[config.mk]
export PLATFORM = sky130hd
export DESIGN_NAME = afe_ctrl
export DESIGN_NICKNAME = d
export VERILOG_FILES = /design/src/afe_pkg.sv /design/src/afe_clk_div.sv /design/src/afe_ctrl.sv
export SDC_FILE = /design/constraint.sdc
export NUM_CORES = 1
export LEC_CHECK = 0
export BUFFER_PORTS_ARGS = -buffer_cell sky130_fd_sc_hd__buf_4
export CAP_MARGIN = 0
export CORE_UTILIZATION = 39
export CTS_BUF_LIST = sky130_fd_sc_hd__clkbuf_16
export CTS_CLUSTER_DIAMETER = 30
export DETAILED_ROUTE_END_ITERATION = 12
export GPL_TIMING_DRIVEN = 0
export PLACE_DENSITY = 0.7
export SLEW_MARGIN = 20
export SYNTH_ARGS = -nofsm -noshare
export SYNTH_HDL_FRONTEND = slang
export SYNTH_HIERARCHICAL = 1
export SYNTH_SLANG_ARGS = --single-unit
[constraint.sdc]
create_clock -name REF_CLK -period 2.5 [get_ports REF_CLK]
set_clock_uncertainty 0.2 [all_clocks]
set_input_delay 0.75 -clock REF_CLK [delete_from_list [all_inputs] [get_ports REF_CLK]]
set_output_delay 0.75 -clock REF_CLK [all_outputs]
set_load 0.01 [all_outputs]
[src/afe_pkg.sv]
package afe_pkg;
  // ------------------------------------------------------------
  // register map
  // ------------------------------------------------------------
  localparam logic [15:0] REG_IDX_AFE_CTRL   = 16'h0185;
  localparam int          BYTE_PER_WORD      = 4;
  localparam int          POS_VOLT_GAIN      = 7;
  localparam int          POS_CUR_GAIN_LSB   = 0;
  localparam int          POS_CLK_SEL_LSB    = 16;
  localparam int          POS_CUR_CONV_EN    = 24;
  localparam int          POS_VOLT_CONV_EN   = 26;
  localparam logic        RST_VOLT_GAIN      = 1'b0;
  localparam logic [1:0]  RST_CUR_GAIN       = 2'b00;
  localparam logic [1:0]  RST_CLK_SEL        = 2'b00;
  localparam logic        RST_CONV_EN        = 1'b0;
  // ------------------------------------------------------------
  // sampling clock select codes
  // ------------------------------------------------------------
  localparam logic [1:0]  SEL_DIV4           = 2'b00;
  localparam logic [1:0]  SEL_DIV8           = 2'b01;
  localparam logic [1:0]  SEL_DIV16          = 2'b10;
  localparam logic [3:0]  LAST_DIV4          = 4'h3;
  localparam logic [3:0]  LAST_DIV8          = 4'h7;
  localparam logic [3:0]  LAST_DIV16         = 4'hF;
  // ------------------------------------------------------------
  // bus answers
  // ------------------------------------------------------------
  localparam logic [1:0]  RESP_OKAY          = 2'b00;
  localparam logic [1:0]  RESP_SLVERR        = 2'b10;
endpackage

[src/afe_clk_div.sv]
`timescale 1ns/100ps
module afe_clk_div (
  input  wire logic       clk,
  input  wire logic       rst,
  input  wire logic       meter_tick,
  input  wire logic [1:0] clk_sel,
  output wire logic       conv_tick
);
  // ------------------------------------------------------------
  // state
  // ------------------------------------------------------------
  typedef struct packed {
    logic [3:0] cnt;
    logic       pulse;
  } afe_div_st_t;

  afe_div_st_t st_ff;
  afe_div_st_t nxt_st;

  // code 11 is reserved; it runs as the slowest rate
  function automatic logic [3:0] div_last(input logic [1:0] sel);
    unique case (sel)
      afe_pkg::SEL_DIV4: div_last = afe_pkg::LAST_DIV4;
      afe_pkg::SEL_DIV8: div_last = afe_pkg::LAST_DIV8;
      default:           div_last = afe_pkg::LAST_DIV16;
    endcase
  endfunction

  // ------------------------------------------------------------
  // divider: counts metering ticks only
  // ------------------------------------------------------------
  always_comb
  begin
    nxt_st       = st_ff;
    nxt_st.pulse = 1'b0;
    if (meter_tick)
    begin
      if (st_ff.cnt >= div_last(clk_sel))
      begin
        nxt_st.cnt   = 4'h0;
        nxt_st.pulse = 1'b1;
      end
      else
      begin
        nxt_st.cnt = st_ff.cnt + 4'h1;
      end
    end
  end

  always_ff @(posedge clk)
  begin
    if (rst)
      st_ff <= '0;
    else
      st_ff <= nxt_st;
  end

  assign conv_tick = st_ff.pulse;

  AST_DIV_GAP: assert property (@(posedge clk) disable iff (rst)
    conv_tick |=> !conv_tick ##1 !conv_tick ##1 !conv_tick)
    else $error("converter tick closer than four metering ticks");

  AST_DIV_CAUSE: assert property (@(posedge clk) disable iff (rst)
    conv_tick |-> $past(meter_tick))
    else $error("converter tick without a metering tick");
endmodule

[src/afe_ctrl.sv]
// Function
// - bit 7 selects voltage gain: 0 gives x4, 1 gives x1; resets to 0
// - bits 1:0 select current gain x32, x16, x4, x1; reset 0
// - bit 26 enables voltage converter; resets disabled
// - voltage converter enable clears itself in sleep and current-detection mode
// - bit 24 enables current converter; resets disabled
// - current converter enable clears in sleep, sets in current-detection mode
// - converter clock divides metering clock, default one quarter
// - bits 17:16 pick quarter, eighth or sixteenth of metering clock
// - both converter streams go to the phase compensation stage
// - metering clock from crystal or RC; halts when both stop
//
// Implementation choice: register access over AXI4-Lite.
`timescale 1ns/100ps
module afe_ctrl #(
  parameter int ADDR_W = 12
) (
  input  wire logic              REF_CLK,
  input  wire logic              RST,
  input  wire logic [ADDR_W-1:0] AWADDR,
  input  wire logic [2:0]        AWPROT,
  input  wire logic              AWVALID,
  output wire logic              AWREADY,
  input  wire logic [31:0]       WDATA,
  input  wire logic [3:0]        WSTRB,
  input  wire logic              WVALID,
  output wire logic              WREADY,
  output wire logic [1:0]        BRESP,
  output wire logic              BVALID,
  input  wire logic              BREADY,
  input  wire logic [ADDR_W-1:0] ARADDR,
  input  wire logic [2:0]        ARPROT,
  input  wire logic              ARVALID,
  output wire logic              ARREADY,
  output wire logic [31:0]       RDATA,
  output wire logic [1:0]        RRESP,
  output wire logic              RVALID,
  input  wire logic              RREADY,
  input  wire logic              CRYSTAL_CLOCK_TICK,
  input  wire logic              CRYSTAL_CLOCK_RUN,
  input  wire logic              RC_OSCILLATOR_CLOCK_TICK,
  input  wire logic              RC_OSCILLATOR_CLOCK_RUN,
  input  wire logic              SLEEP_MODE,
  input  wire logic              CURRENT_DETECT_MODE,
  input  wire logic              VOLTAGE_BITSTREAM,
  input  wire logic              CURRENT_BITSTREAM,
  output wire logic              VOLTAGE_ANALOG_GAIN,
  output wire logic [1:0]        CURRENT_ANALOG_GAIN,
  output wire logic              VOLTAGE_CONVERTER_ENABLE,
  output wire logic              CURRENT_CONVERTER_ENABLE,
  output wire logic [1:0]        SAMPLING_CLOCK_SELECT,
  output wire logic              CONVERTER_SAMPLING_CLOCK,
  output wire logic              PHC_VOLTAGE_BIT,
  output wire logic              PHC_CURRENT_BIT,
  output wire logic              PHC_STROBE
);
  // ------------------------------------------------------------
  // state
  // ------------------------------------------------------------
  typedef struct packed {
    logic              aw_held;
    logic [ADDR_W-1:0] aw_addr;
    logic              w_held;
    logic [31:0]       w_data;
    logic [3:0]        w_strb;
    logic              bvalid;
    logic [1:0]        bresp;
    logic              rvalid;
    logic [31:0]       rdata;
    logic [1:0]        rresp;
    logic              volt_gain;
    logic [1:0]        cur_gain;
    logic [1:0]        clk_sel;
    logic              volt_en;
    logic              cur_en;
    logic              volt_bit;
    logic              cur_bit;
    logic              strobe;
  } afe_st_t;

  afe_st_t st_ff;
  afe_st_t nxt_st;
  logic    meter_tick;
  logic    conv_tick;

  // AXI prot is accepted but carries no meaning for this block
  function automatic logic addr_hit(input logic [ADDR_W-1:0] a);
    addr_hit = (a == ADDR_W'(afe_pkg::REG_IDX_AFE_CTRL * afe_pkg::BYTE_PER_WORD));
  endfunction

  function automatic logic [31:0] reg_word(input afe_st_t s);
    reg_word = 32'h0000_0000;
    reg_word[afe_pkg::POS_VOLT_GAIN]                          = s.volt_gain;
    reg_word[afe_pkg::POS_CUR_GAIN_LSB +: 2]                  = s.cur_gain;
    reg_word[afe_pkg::POS_CLK_SEL_LSB +: 2]                   = s.clk_sel;
    reg_word[afe_pkg::POS_CUR_CONV_EN]                        = s.cur_en;
    reg_word[afe_pkg::POS_VOLT_CONV_EN]                       = s.volt_en;
  endfunction

  // ------------------------------------------------------------
  // metering clock source and converter clock divider
  // ------------------------------------------------------------
  // crystal preferred; no source running means no ticks, so all stops
  assign meter_tick = CRYSTAL_CLOCK_RUN ? CRYSTAL_CLOCK_TICK
                    : (RC_OSCILLATOR_CLOCK_RUN & RC_OSCILLATOR_CLOCK_TICK);

  afe_clk_div u_div (
    .clk        (REF_CLK),
    .rst        (RST),
    .meter_tick (meter_tick),
    .clk_sel    (st_ff.clk_sel),
    .conv_tick  (conv_tick)
  );

  // ------------------------------------------------------------
  // bus slave and control register
  // ------------------------------------------------------------
  assign AWREADY = !st_ff.aw_held && !st_ff.bvalid;
  assign WREADY  = !st_ff.w_held && !st_ff.bvalid;
  assign ARREADY = !st_ff.rvalid;

  always_comb
  begin
    nxt_st = st_ff;
    if (AWVALID && AWREADY)
    begin
      nxt_st.aw_held = 1'b1;
      nxt_st.aw_addr = AWADDR;
    end
    if (WVALID && WREADY)
    begin
      nxt_st.w_held = 1'b1;
      nxt_st.w_data = WDATA;
      nxt_st.w_strb = WSTRB;
    end
    if (st_ff.bvalid && BREADY)
      nxt_st.bvalid = 1'b0;
    if (st_ff.aw_held && st_ff.w_held && !st_ff.bvalid)
    begin
      nxt_st.aw_held = 1'b0;
      nxt_st.w_held  = 1'b0;
      nxt_st.bvalid  = 1'b1;
      nxt_st.bresp   = afe_pkg::RESP_SLVERR;
      if (addr_hit(st_ff.aw_addr))
      begin
        nxt_st.bresp = afe_pkg::RESP_OKAY;
        if (st_ff.w_strb[0])
        begin
          nxt_st.volt_gain = st_ff.w_data[afe_pkg::POS_VOLT_GAIN];
          nxt_st.cur_gain  = st_ff.w_data[afe_pkg::POS_CUR_GAIN_LSB +: 2];
        end
        if (st_ff.w_strb[2])
          nxt_st.clk_sel = st_ff.w_data[afe_pkg::POS_CLK_SEL_LSB +: 2];
        if (st_ff.w_strb[3])
        begin
          nxt_st.volt_en = st_ff.w_data[afe_pkg::POS_VOLT_CONV_EN];
          nxt_st.cur_en  = st_ff.w_data[afe_pkg::POS_CUR_CONV_EN];
        end
      end
    end
    // low-power modes override software for as long as they last
    if (SLEEP_MODE)
    begin
      nxt_st.volt_en = 1'b0;
      nxt_st.cur_en  = 1'b0;
    end
    else if (CURRENT_DETECT_MODE)
    begin
      nxt_st.volt_en = 1'b0;
      nxt_st.cur_en  = 1'b1;
    end
    if (st_ff.rvalid && RREADY)
      nxt_st.rvalid = 1'b0;
    if (ARVALID && ARREADY)
    begin
      nxt_st.rvalid = 1'b1;
      nxt_st.rdata  = addr_hit(ARADDR) ? reg_word(st_ff) : 32'h0000_0000;
      nxt_st.rresp  = addr_hit(ARADDR) ? afe_pkg::RESP_OKAY : afe_pkg::RESP_SLVERR;
    end
    // ----------------------------------------------------------
    // streams to phase compensation, sampled on converter ticks
    // ----------------------------------------------------------
    nxt_st.strobe = conv_tick;
    if (!st_ff.volt_en)
      nxt_st.volt_bit = 1'b0;
    else if (conv_tick)
      nxt_st.volt_bit = VOLTAGE_BITSTREAM;
    if (!st_ff.cur_en)
      nxt_st.cur_bit = 1'b0;
    else if (conv_tick)
      nxt_st.cur_bit = CURRENT_BITSTREAM;
  end

  always_ff @(posedge REF_CLK)
  begin
    if (RST)
    begin
      st_ff           <= '0;
      st_ff.volt_gain <= afe_pkg::RST_VOLT_GAIN;
      st_ff.cur_gain  <= afe_pkg::RST_CUR_GAIN;
      st_ff.clk_sel   <= afe_pkg::RST_CLK_SEL;
      st_ff.volt_en   <= afe_pkg::RST_CONV_EN;
      st_ff.cur_en    <= afe_pkg::RST_CONV_EN;
    end
    else
    begin
      st_ff <= nxt_st;
    end
  end

  // ------------------------------------------------------------
  // outputs
  // ------------------------------------------------------------
  assign BVALID                   = st_ff.bvalid;
  assign BRESP                    = st_ff.bresp;
  assign RVALID                   = st_ff.rvalid;
  assign RDATA                    = st_ff.rdata;
  assign RRESP                    = st_ff.rresp;
  assign VOLTAGE_ANALOG_GAIN      = st_ff.volt_gain;
  assign CURRENT_ANALOG_GAIN      = st_ff.cur_gain;
  assign VOLTAGE_CONVERTER_ENABLE = st_ff.volt_en;
  assign CURRENT_CONVERTER_ENABLE = st_ff.cur_en;
  assign SAMPLING_CLOCK_SELECT    = st_ff.clk_sel;
  assign CONVERTER_SAMPLING_CLOCK = conv_tick;
  assign PHC_VOLTAGE_BIT          = st_ff.volt_bit;
  assign PHC_CURRENT_BIT          = st_ff.cur_bit;
  assign PHC_STROBE               = st_ff.strobe;

  // ------------------------------------------------------------
  // checks
  // ------------------------------------------------------------
  logic wr_fire;
  assign wr_fire = st_ff.aw_held && st_ff.w_held && !st_ff.bvalid && addr_hit(st_ff.aw_addr);

  AST_VGAIN_WR: assert property (@(posedge REF_CLK) disable iff (RST)
    wr_fire && st_ff.w_strb[0] |=> VOLTAGE_ANALOG_GAIN == $past(st_ff.w_data[7]))
    else $error("voltage gain not taken from write");

  AST_IGAIN_WR: assert property (@(posedge REF_CLK) disable iff (RST)
    wr_fire && st_ff.w_strb[0] |=> CURRENT_ANALOG_GAIN == $past(st_ff.w_data[1:0]))
    else $error("current gain not taken from write");

  AST_VEN_WR: assert property (@(posedge REF_CLK) disable iff (RST)
    wr_fire && st_ff.w_strb[3] && !SLEEP_MODE && !CURRENT_DETECT_MODE
    |=> VOLTAGE_CONVERTER_ENABLE == $past(st_ff.w_data[26]))
    else $error("voltage converter enable not taken from write");

  AST_IEN_WR: assert property (@(posedge REF_CLK) disable iff (RST)
    wr_fire && st_ff.w_strb[3] && !SLEEP_MODE && !CURRENT_DETECT_MODE
    |=> CURRENT_CONVERTER_ENABLE == $past(st_ff.w_data[24]))
    else $error("current converter enable not taken from write");

  AST_SLEEP_OFF: assert property (@(posedge REF_CLK) disable iff (RST)
    SLEEP_MODE |=> !VOLTAGE_CONVERTER_ENABLE && !CURRENT_CONVERTER_ENABLE)
    else $error("converter left enabled in sleep");

  AST_DETECT_SET: assert property (@(posedge REF_CLK) disable iff (RST)
    CURRENT_DETECT_MODE && !SLEEP_MODE
    |=> CURRENT_CONVERTER_ENABLE && !VOLTAGE_CONVERTER_ENABLE)
    else $error("enables wrong in current detection");

  AST_CLKSEL_WR: assert property (@(posedge REF_CLK) disable iff (RST)
    wr_fire && st_ff.w_strb[2] |=> SAMPLING_CLOCK_SELECT == $past(st_ff.w_data[17:16]))
    else $error("sampling clock select not taken from write");

  AST_HALT: assert property (@(posedge REF_CLK) disable iff (RST)
    (!CRYSTAL_CLOCK_RUN && !RC_OSCILLATOR_CLOCK_RUN) [*2] |=> !CONVERTER_SAMPLING_CLOCK)
    else $error("converter clock runs with no metering source");

  AST_STREAM: assert property (@(posedge REF_CLK) disable iff (RST)
    conv_tick && VOLTAGE_CONVERTER_ENABLE
    |=> PHC_STROBE && PHC_VOLTAGE_BIT == $past(VOLTAGE_BITSTREAM))
    else $error("voltage stream not forwarded");

  AST_ZERO: assert property (@(posedge REF_CLK) disable iff (RST)
    !CURRENT_CONVERTER_ENABLE |=> !PHC_CURRENT_BIT)
    else $error("disabled current channel not zero");

  AST_CSTREAM: assert property (@(posedge REF_CLK) disable iff (RST)
    conv_tick && CURRENT_CONVERTER_ENABLE
    |=> PHC_STROBE && PHC_CURRENT_BIT == $past(CURRENT_BITSTREAM))
    else $error("current stream not forwarded");

  AST_VZERO: assert property (@(posedge REF_CLK) disable iff (RST)
    !VOLTAGE_CONVERTER_ENABLE |=> !PHC_VOLTAGE_BIT)
    else $error("disabled voltage channel not zero");

  // defaults checked at the first edge after release, before any write can land
  AST_RST_DFLT: assert property (@(posedge REF_CLK)
    $past(RST) && !RST
    |-> VOLTAGE_ANALOG_GAIN == afe_pkg::RST_VOLT_GAIN
      && CURRENT_ANALOG_GAIN == afe_pkg::RST_CUR_GAIN
      && VOLTAGE_CONVERTER_ENABLE == afe_pkg::RST_CONV_EN
      && CURRENT_CONVERTER_ENABLE == afe_pkg::RST_CONV_EN
      && SAMPLING_CLOCK_SELECT == afe_pkg::RST_CLK_SEL)
    else $error("control register not at reset value after reset");

  AST_CFG_HOLD: assert property (@(posedge REF_CLK) disable iff (RST)
    !wr_fire |=> $stable({VOLTAGE_ANALOG_GAIN, CURRENT_ANALOG_GAIN, SAMPLING_CLOCK_SELECT}))
    else $error("configuration changed without a write");

  COV_WRITE: cover property (@(posedge REF_CLK) disable iff (RST) wr_fire ##1 BVALID);
  COV_DETECT: cover property (@(posedge REF_CLK) disable iff (RST)
    CURRENT_DETECT_MODE ##1 CURRENT_CONVERTER_ENABLE);
  COV_STREAM: cover property (@(posedge REF_CLK) disable iff (RST)
    PHC_STROBE && PHC_VOLTAGE_BIT && PHC_CURRENT_BIT);
  COV_SLEEP: cover property (@(posedge REF_CLK) disable iff (RST)
    SLEEP_MODE && CURRENT_DETECT_MODE ##1 !CURRENT_CONVERTER_ENABLE);
  COV_READ: cover property (@(posedge REF_CLK) disable iff (RST)
    ARVALID && ARREADY ##1 RVALID);
endmodule

Word-level counts from Yosys, hierarchy flattened. Cells that the tools add are included.

Register bits: 98. Output and inout bits: 52. Word-level logic and storage cells: 74.

$add $sub $neg: 1. Magnitude comparators: 1. Eq/ne operators: 3. Mux-type cells: 16. Bitwise logic cells: 4. Reductions and logical operators: 29.

Operators by type and width (number): $mux 35 (1); $mux 27 (1); $eq 12x11->1 const B (2); $reduce_and 3->1 (4); $reduce_bool 2->1 (5); $reduce_or 2->1 (5); $logic_and 1x1->1 (9); $mux 1 (8); $mux 4 (2); $pmux 4 s2 (1); $add 4x1->4 const B (1); $ge 4x4->1 (1); $logic_not 1->1 (4); $mux 2 (2); $mux 3 (1); $not 1->1 (3); $reduce_or 3->1 (1); $eq 2x1->1 const B (1); $logic_not 2->1 (1); $and 1x1->1 (1).

Depth between registers and ports, before layout.
Depth in word-level cells: 5. Gate-level depth with buffers: 5. Gate-level depth less buffers: 5.

Modules after synthesis. The synthesis kept the hierarchy.

Modules (own cells, without submodules): afe_ctrl (instances 1, cells an instance 240, area each 2005.7 µm², seq. area each 900.9 µm²); afe_clk_div (instances 1, cells an instance 24, area each 245.2 µm², seq. area each 100.1 µm²).

Worst setup path after synthesis. Ideal clock, no wire load.

Path kind: input -> register. From: input ARADDR[1]. To: register st_ff, in the netlist RDATA[0]. Setup time: 66 ps. Arrival time: 1894 ps. Required time: 2234 ps. Slack: 341 ps. Stages on the path: 4. Buffers on the path: 0. Cell sequence: or4b_4 nor4_4 a22oi_1 nor2_1.

Cells in the longest elaborated chain, start to end: 2.

Ends and longest elaborated chain: start: declaration (RTL line afe_ctrl.sv:31) `input wire logic [ADDR_W-1:0] ARADDR,`; $eq 12x11->1 (RTL line afe_ctrl.sv:88) `addr_hit = (a == ADDR_W'(afe_pkg::REG_IDX_AFE_CTRL * afe_pkg::BYTE_PER_WORD));`; $mux 27 (RTL line afe_ctrl.sv:177) `nxt_st.rdata = addr_hit(ARADDR) ? reg_word(st_ff) : 32'h0000_0000;`; end signal: assignment (RTL line afe_ctrl.sv:207) `st_ff <= nxt_st;`; end: declaration (RTL line afe_ctrl.sv:81) `afe_st_t st_ff;`.

Every way passes these cells. A chain may end at the register's enable or synchronous reset.

Worst setup path after layout.
From: input ARADDR[1]. To: register st_ff, in the netlist RDATA[1].

Same word-level chain as after synthesis.

==> flow_summary_export.csv <==
group,metric,value,unit
status,status,"finished clean",
placement,dp.cells,435,
logic_synthesis,synth_top_cell_area_share,44.5,%
cts,cts_made_buffers,5,
critical_path,crit_type,"input port to flop",
critical_path,slowest_stage,"or4b_4",
logic_synthesis,ys_seq_elements,50,
job,drv_cap,0,
cts,clkSinkCount,50,
logic_synthesis,synth_edf_count,0,
layout,area_growth,38.8,%
detailed_routing,dr.pass1.iters,4,
cts,ctsResizeCount,0,
cts,clockBufferDepth,2,
global_routing,track_usage,16.7,%
detailed_routing,detail-route-antenna-nets,0,
placement,numPortBuffers,73,
timing,setup_ws,0.378,ns
power,p_int,1.33,mW
floorplan,core,5540,sq um
timing,fmax,0.471,GHz
timing,worst_pin_slew,0.725,ns
power,peakVddDrop,0.289,mV
critical_path,crit_chain,"buf_4 > or4b_4 > nor4_4 > a22oi_1 > nor2_1",
logic_synthesis,synthFlopType,"dfxtp_1",
floorplan,start_util,40.6,%
logic_synthesis,syn_inst,264,
placement,pre_cts_ws,0.0633,ns
cts,cts_tree,"built",
logic_synthesis,yosys.cell_types.count,38,
layout,final.fill_count,572,
detailed_routing,viasPerCell,4.38,
timing,finalSetupTns,0,ns
global_routing,antenna_found_initial,0,
timing,maxSlewViolCount,0,
layout,drive_gt1_share,34.5,%
detailed_routing,drc,0,
global_routing,grt_overflow_total,0,
timing,post-route-period-util,84.9,%
cts,clock-root-buffer,"clkbuf_16",
cts,holdBufCountCts,0,
critical_path,cp_data_required_time,2.52,ns
floorplan,dieArea,6080,sq um
critical_path,max_stage_delay,0.54,ns
power,power_density,559,nW/um^2
floorplan,io-pin-count,133,
layout,multi_input_area,978,sq um
logic_synthesis,async_flop_share,0,%
critical_path,critPathTopFamily,"simple AND/OR/NAND/NOR gates",
logic_synthesis,yosysTopAreaCell,"dfxtp_1",
power,combPwrFrac,14.5,%
critical_path,cp_max_fo,8,
logic_synthesis,synthTopCellsByCount,"dfxtp_1, nand2_1, buf_4",
floorplan,die_h,78.0,um
cts,htreeDepth,2,
critical_path,worstSetupStartpointType,"input port",
detailed_routing,drt_iter0_drc,57,
timing,setup_viol,0,
cts,post-cts-setup-buffer-count,0,
layout,stdcell_count,443,
power,clkPwrFrac,36.4,%
layout,seq_area,1000,sq um
global_routing,grt_max_degree,15,
global_routing,grt_pass1_vias,1780,
worst_hold_path,min_path_type,"flop to flop",
logic_synthesis,synth_most_common_cell,"dfxtp_1",
logic_synthesis,ys_seq_area_share,44.5,%
placement,routabilityCongestion,0.750,
layout,antenna_cells,0,
power,p_sw_share,24.0,%
cts,clk_pin_slew,0.06,ns
logic_synthesis,yosys-top-cells-area,"dfxtp_1, buf_4, nand2_1",
detailed_routing,wirelength,4.93,mm
power,switching_power,419,uW
timing,layout_min_cycle_time,2.12,ns
detailed_routing,vias,1940,
critical_path,worstPathArrival,2.15,ns
logic_synthesis,netlist_area,2250,sq um
floorplan,rows,27,
placement,dp_hpwl,3.81,mm
logic_synthesis,avgSynthCellArea,8.53,sq um
critical_path,endpoint_kind,"flop",
power,seqPwrFrac,49.1,%
timing,slew_headroom,51.1,%
detailed_routing,wl_per_cell,11.1,um
power,leakagePower,1.44,nW
logic_synthesis,yosys_warnings,6,
cts,clk_latency,0.28,ns
timing,rsz0062_at_grt,"false",
layout,final_nets,454,
timing,hold_viol,0,
global_routing,grt_pass1_wl,7.78,mm
floorplan,die_w,78.0,um
critical_path,crit_buf_inv,1,
## routing by layer
metal	track usage (%)	vias to the layer above	routed length [um]
li1	-	1032	-
met1	18.0	845	2020
met2	30.3	56	2510
met3	4.94	7	328
met4	6.67	0	65
met5	0	-	0
## metrics by stage
step                      power (mW)  utilization, %  hold WS [ns]  instance area (sq um)
final                           1.75            56.4         0.253                   3120
after global routing            1.83            56.4         0.275                   3120
after CTS                       1.76            56.4         0.252                   3120
after detailed placement        1.13            53.9         0.243                   2990
after global placement          1.12            53.9         0.240                   2990
after floorplan                 1.02               -         0.231                   2350
## worst paths after layout
| path | startpoint | to | slack, ns | cells past startpoint |
|---|---|---|---|---|
| worst max-delay path | ARADDR[1] | RDATA[1] | 0.38 | 5 |
| worst max register to register | st_ff[85] | CURRENT_CONVERTER_ENABLE | 0.71 | 5 |
| worst min-delay path | st_ff[94] | st_ff[94] | 0.25 | 2 |
| worst min register to register | st_ff[94] | st_ff[94] | 0.25 | 2 |
## placed cells by master, fill, tap and decap left out, types with 2 or more instances in the layout
| cell type | count |
|---|---|
| a21oi_1 | 30 |
| nor3b_1 | 2 |
| nand2_1 | 49 |
| and2_1 | 2 |
| nor2_1 | 13 |
| nand2b_1 | 2 |
| clkbuf_1 | 8 |
| ha_1 | 3 |
| o21ai_0 | 8 |
| mux2i_1 | 3 |
| buf_4 | 114 |
| nand3_1 | 6 |
| nand4_1 | 2 |
| nor3_1 | 7 |
| xor2_1 | 2 |
| nor4b_1 | 2 |
| dfxtp_1 | 50 |
| o21a_1 | 3 |
| clkbuf_16 | 5 |
| inv_1 | 8 |
| conb_1 | 27 |
| a22oi_1 | 6 |
## worst register-to-register path: cells and delay by family (launching register included)
kind                   cells  cell delay (ns)
flip-flops                 1             0.31
AND/OR/NAND/NOR            3             0.75
buffers and inverters      1             0.20
AO/OA/AOI/OAI              1             0.24
## registers in the layout (all words and copies together), names as in the netlist
name,count
RRESP,1
VOLTAGE_CONVERTER_ENABLE,1
CURRENT_ANALOG_GAIN,2
BVALID,1
CURRENT_CONVERTER_ENABLE,1
PHC_CURRENT_BIT,1
BRESP,1
SAMPLING_CLOCK_SELECT,2
st_ff,24
PHC_VOLTAGE_BIT,1
u_div/st_ff,4
PHC_STROBE,1
VOLTAGE_ANALOG_GAIN,1
RDATA,7
u_div/conv_tick,1
RVALID,1
## layout make-up
type	count	area share (%)
plain buffers	50	11.0
clock buffers	5	4.00
clock inverters	3	0.400
inverters	7	0.841
multi-input cells	183	31.3
flip-flops and latches	50	32.0
well taps	72	2.88
repair buffers	73	17.5
## kinds of logic after synthesis
kind of cell,Yosys count,share of synthesized area [%]
other,1,0.167
buffers and inverters,57,16.4
XOR/XNOR,3,1.17
adder cells (fa/ha/maj),3,1.67
AND/OR/NAND/NOR,96,21.5
multiplexers,3,1.33
flip-flops,50,44.5
AO/OA/AOI/OAI,51,13.3
## power groups by stage
stage               clock, mW  combinational, mW  sequential [mW]
finish                  0.635              0.254            0.858
global route            0.683              0.284            0.862
CTS                     0.652              0.255            0.857
detailed placement          0              0.254            0.875
global placement            0              0.249            0.873
floorplan                   0              0.152            0.870
Note: power is estimated with default switching activity, not from simulation.
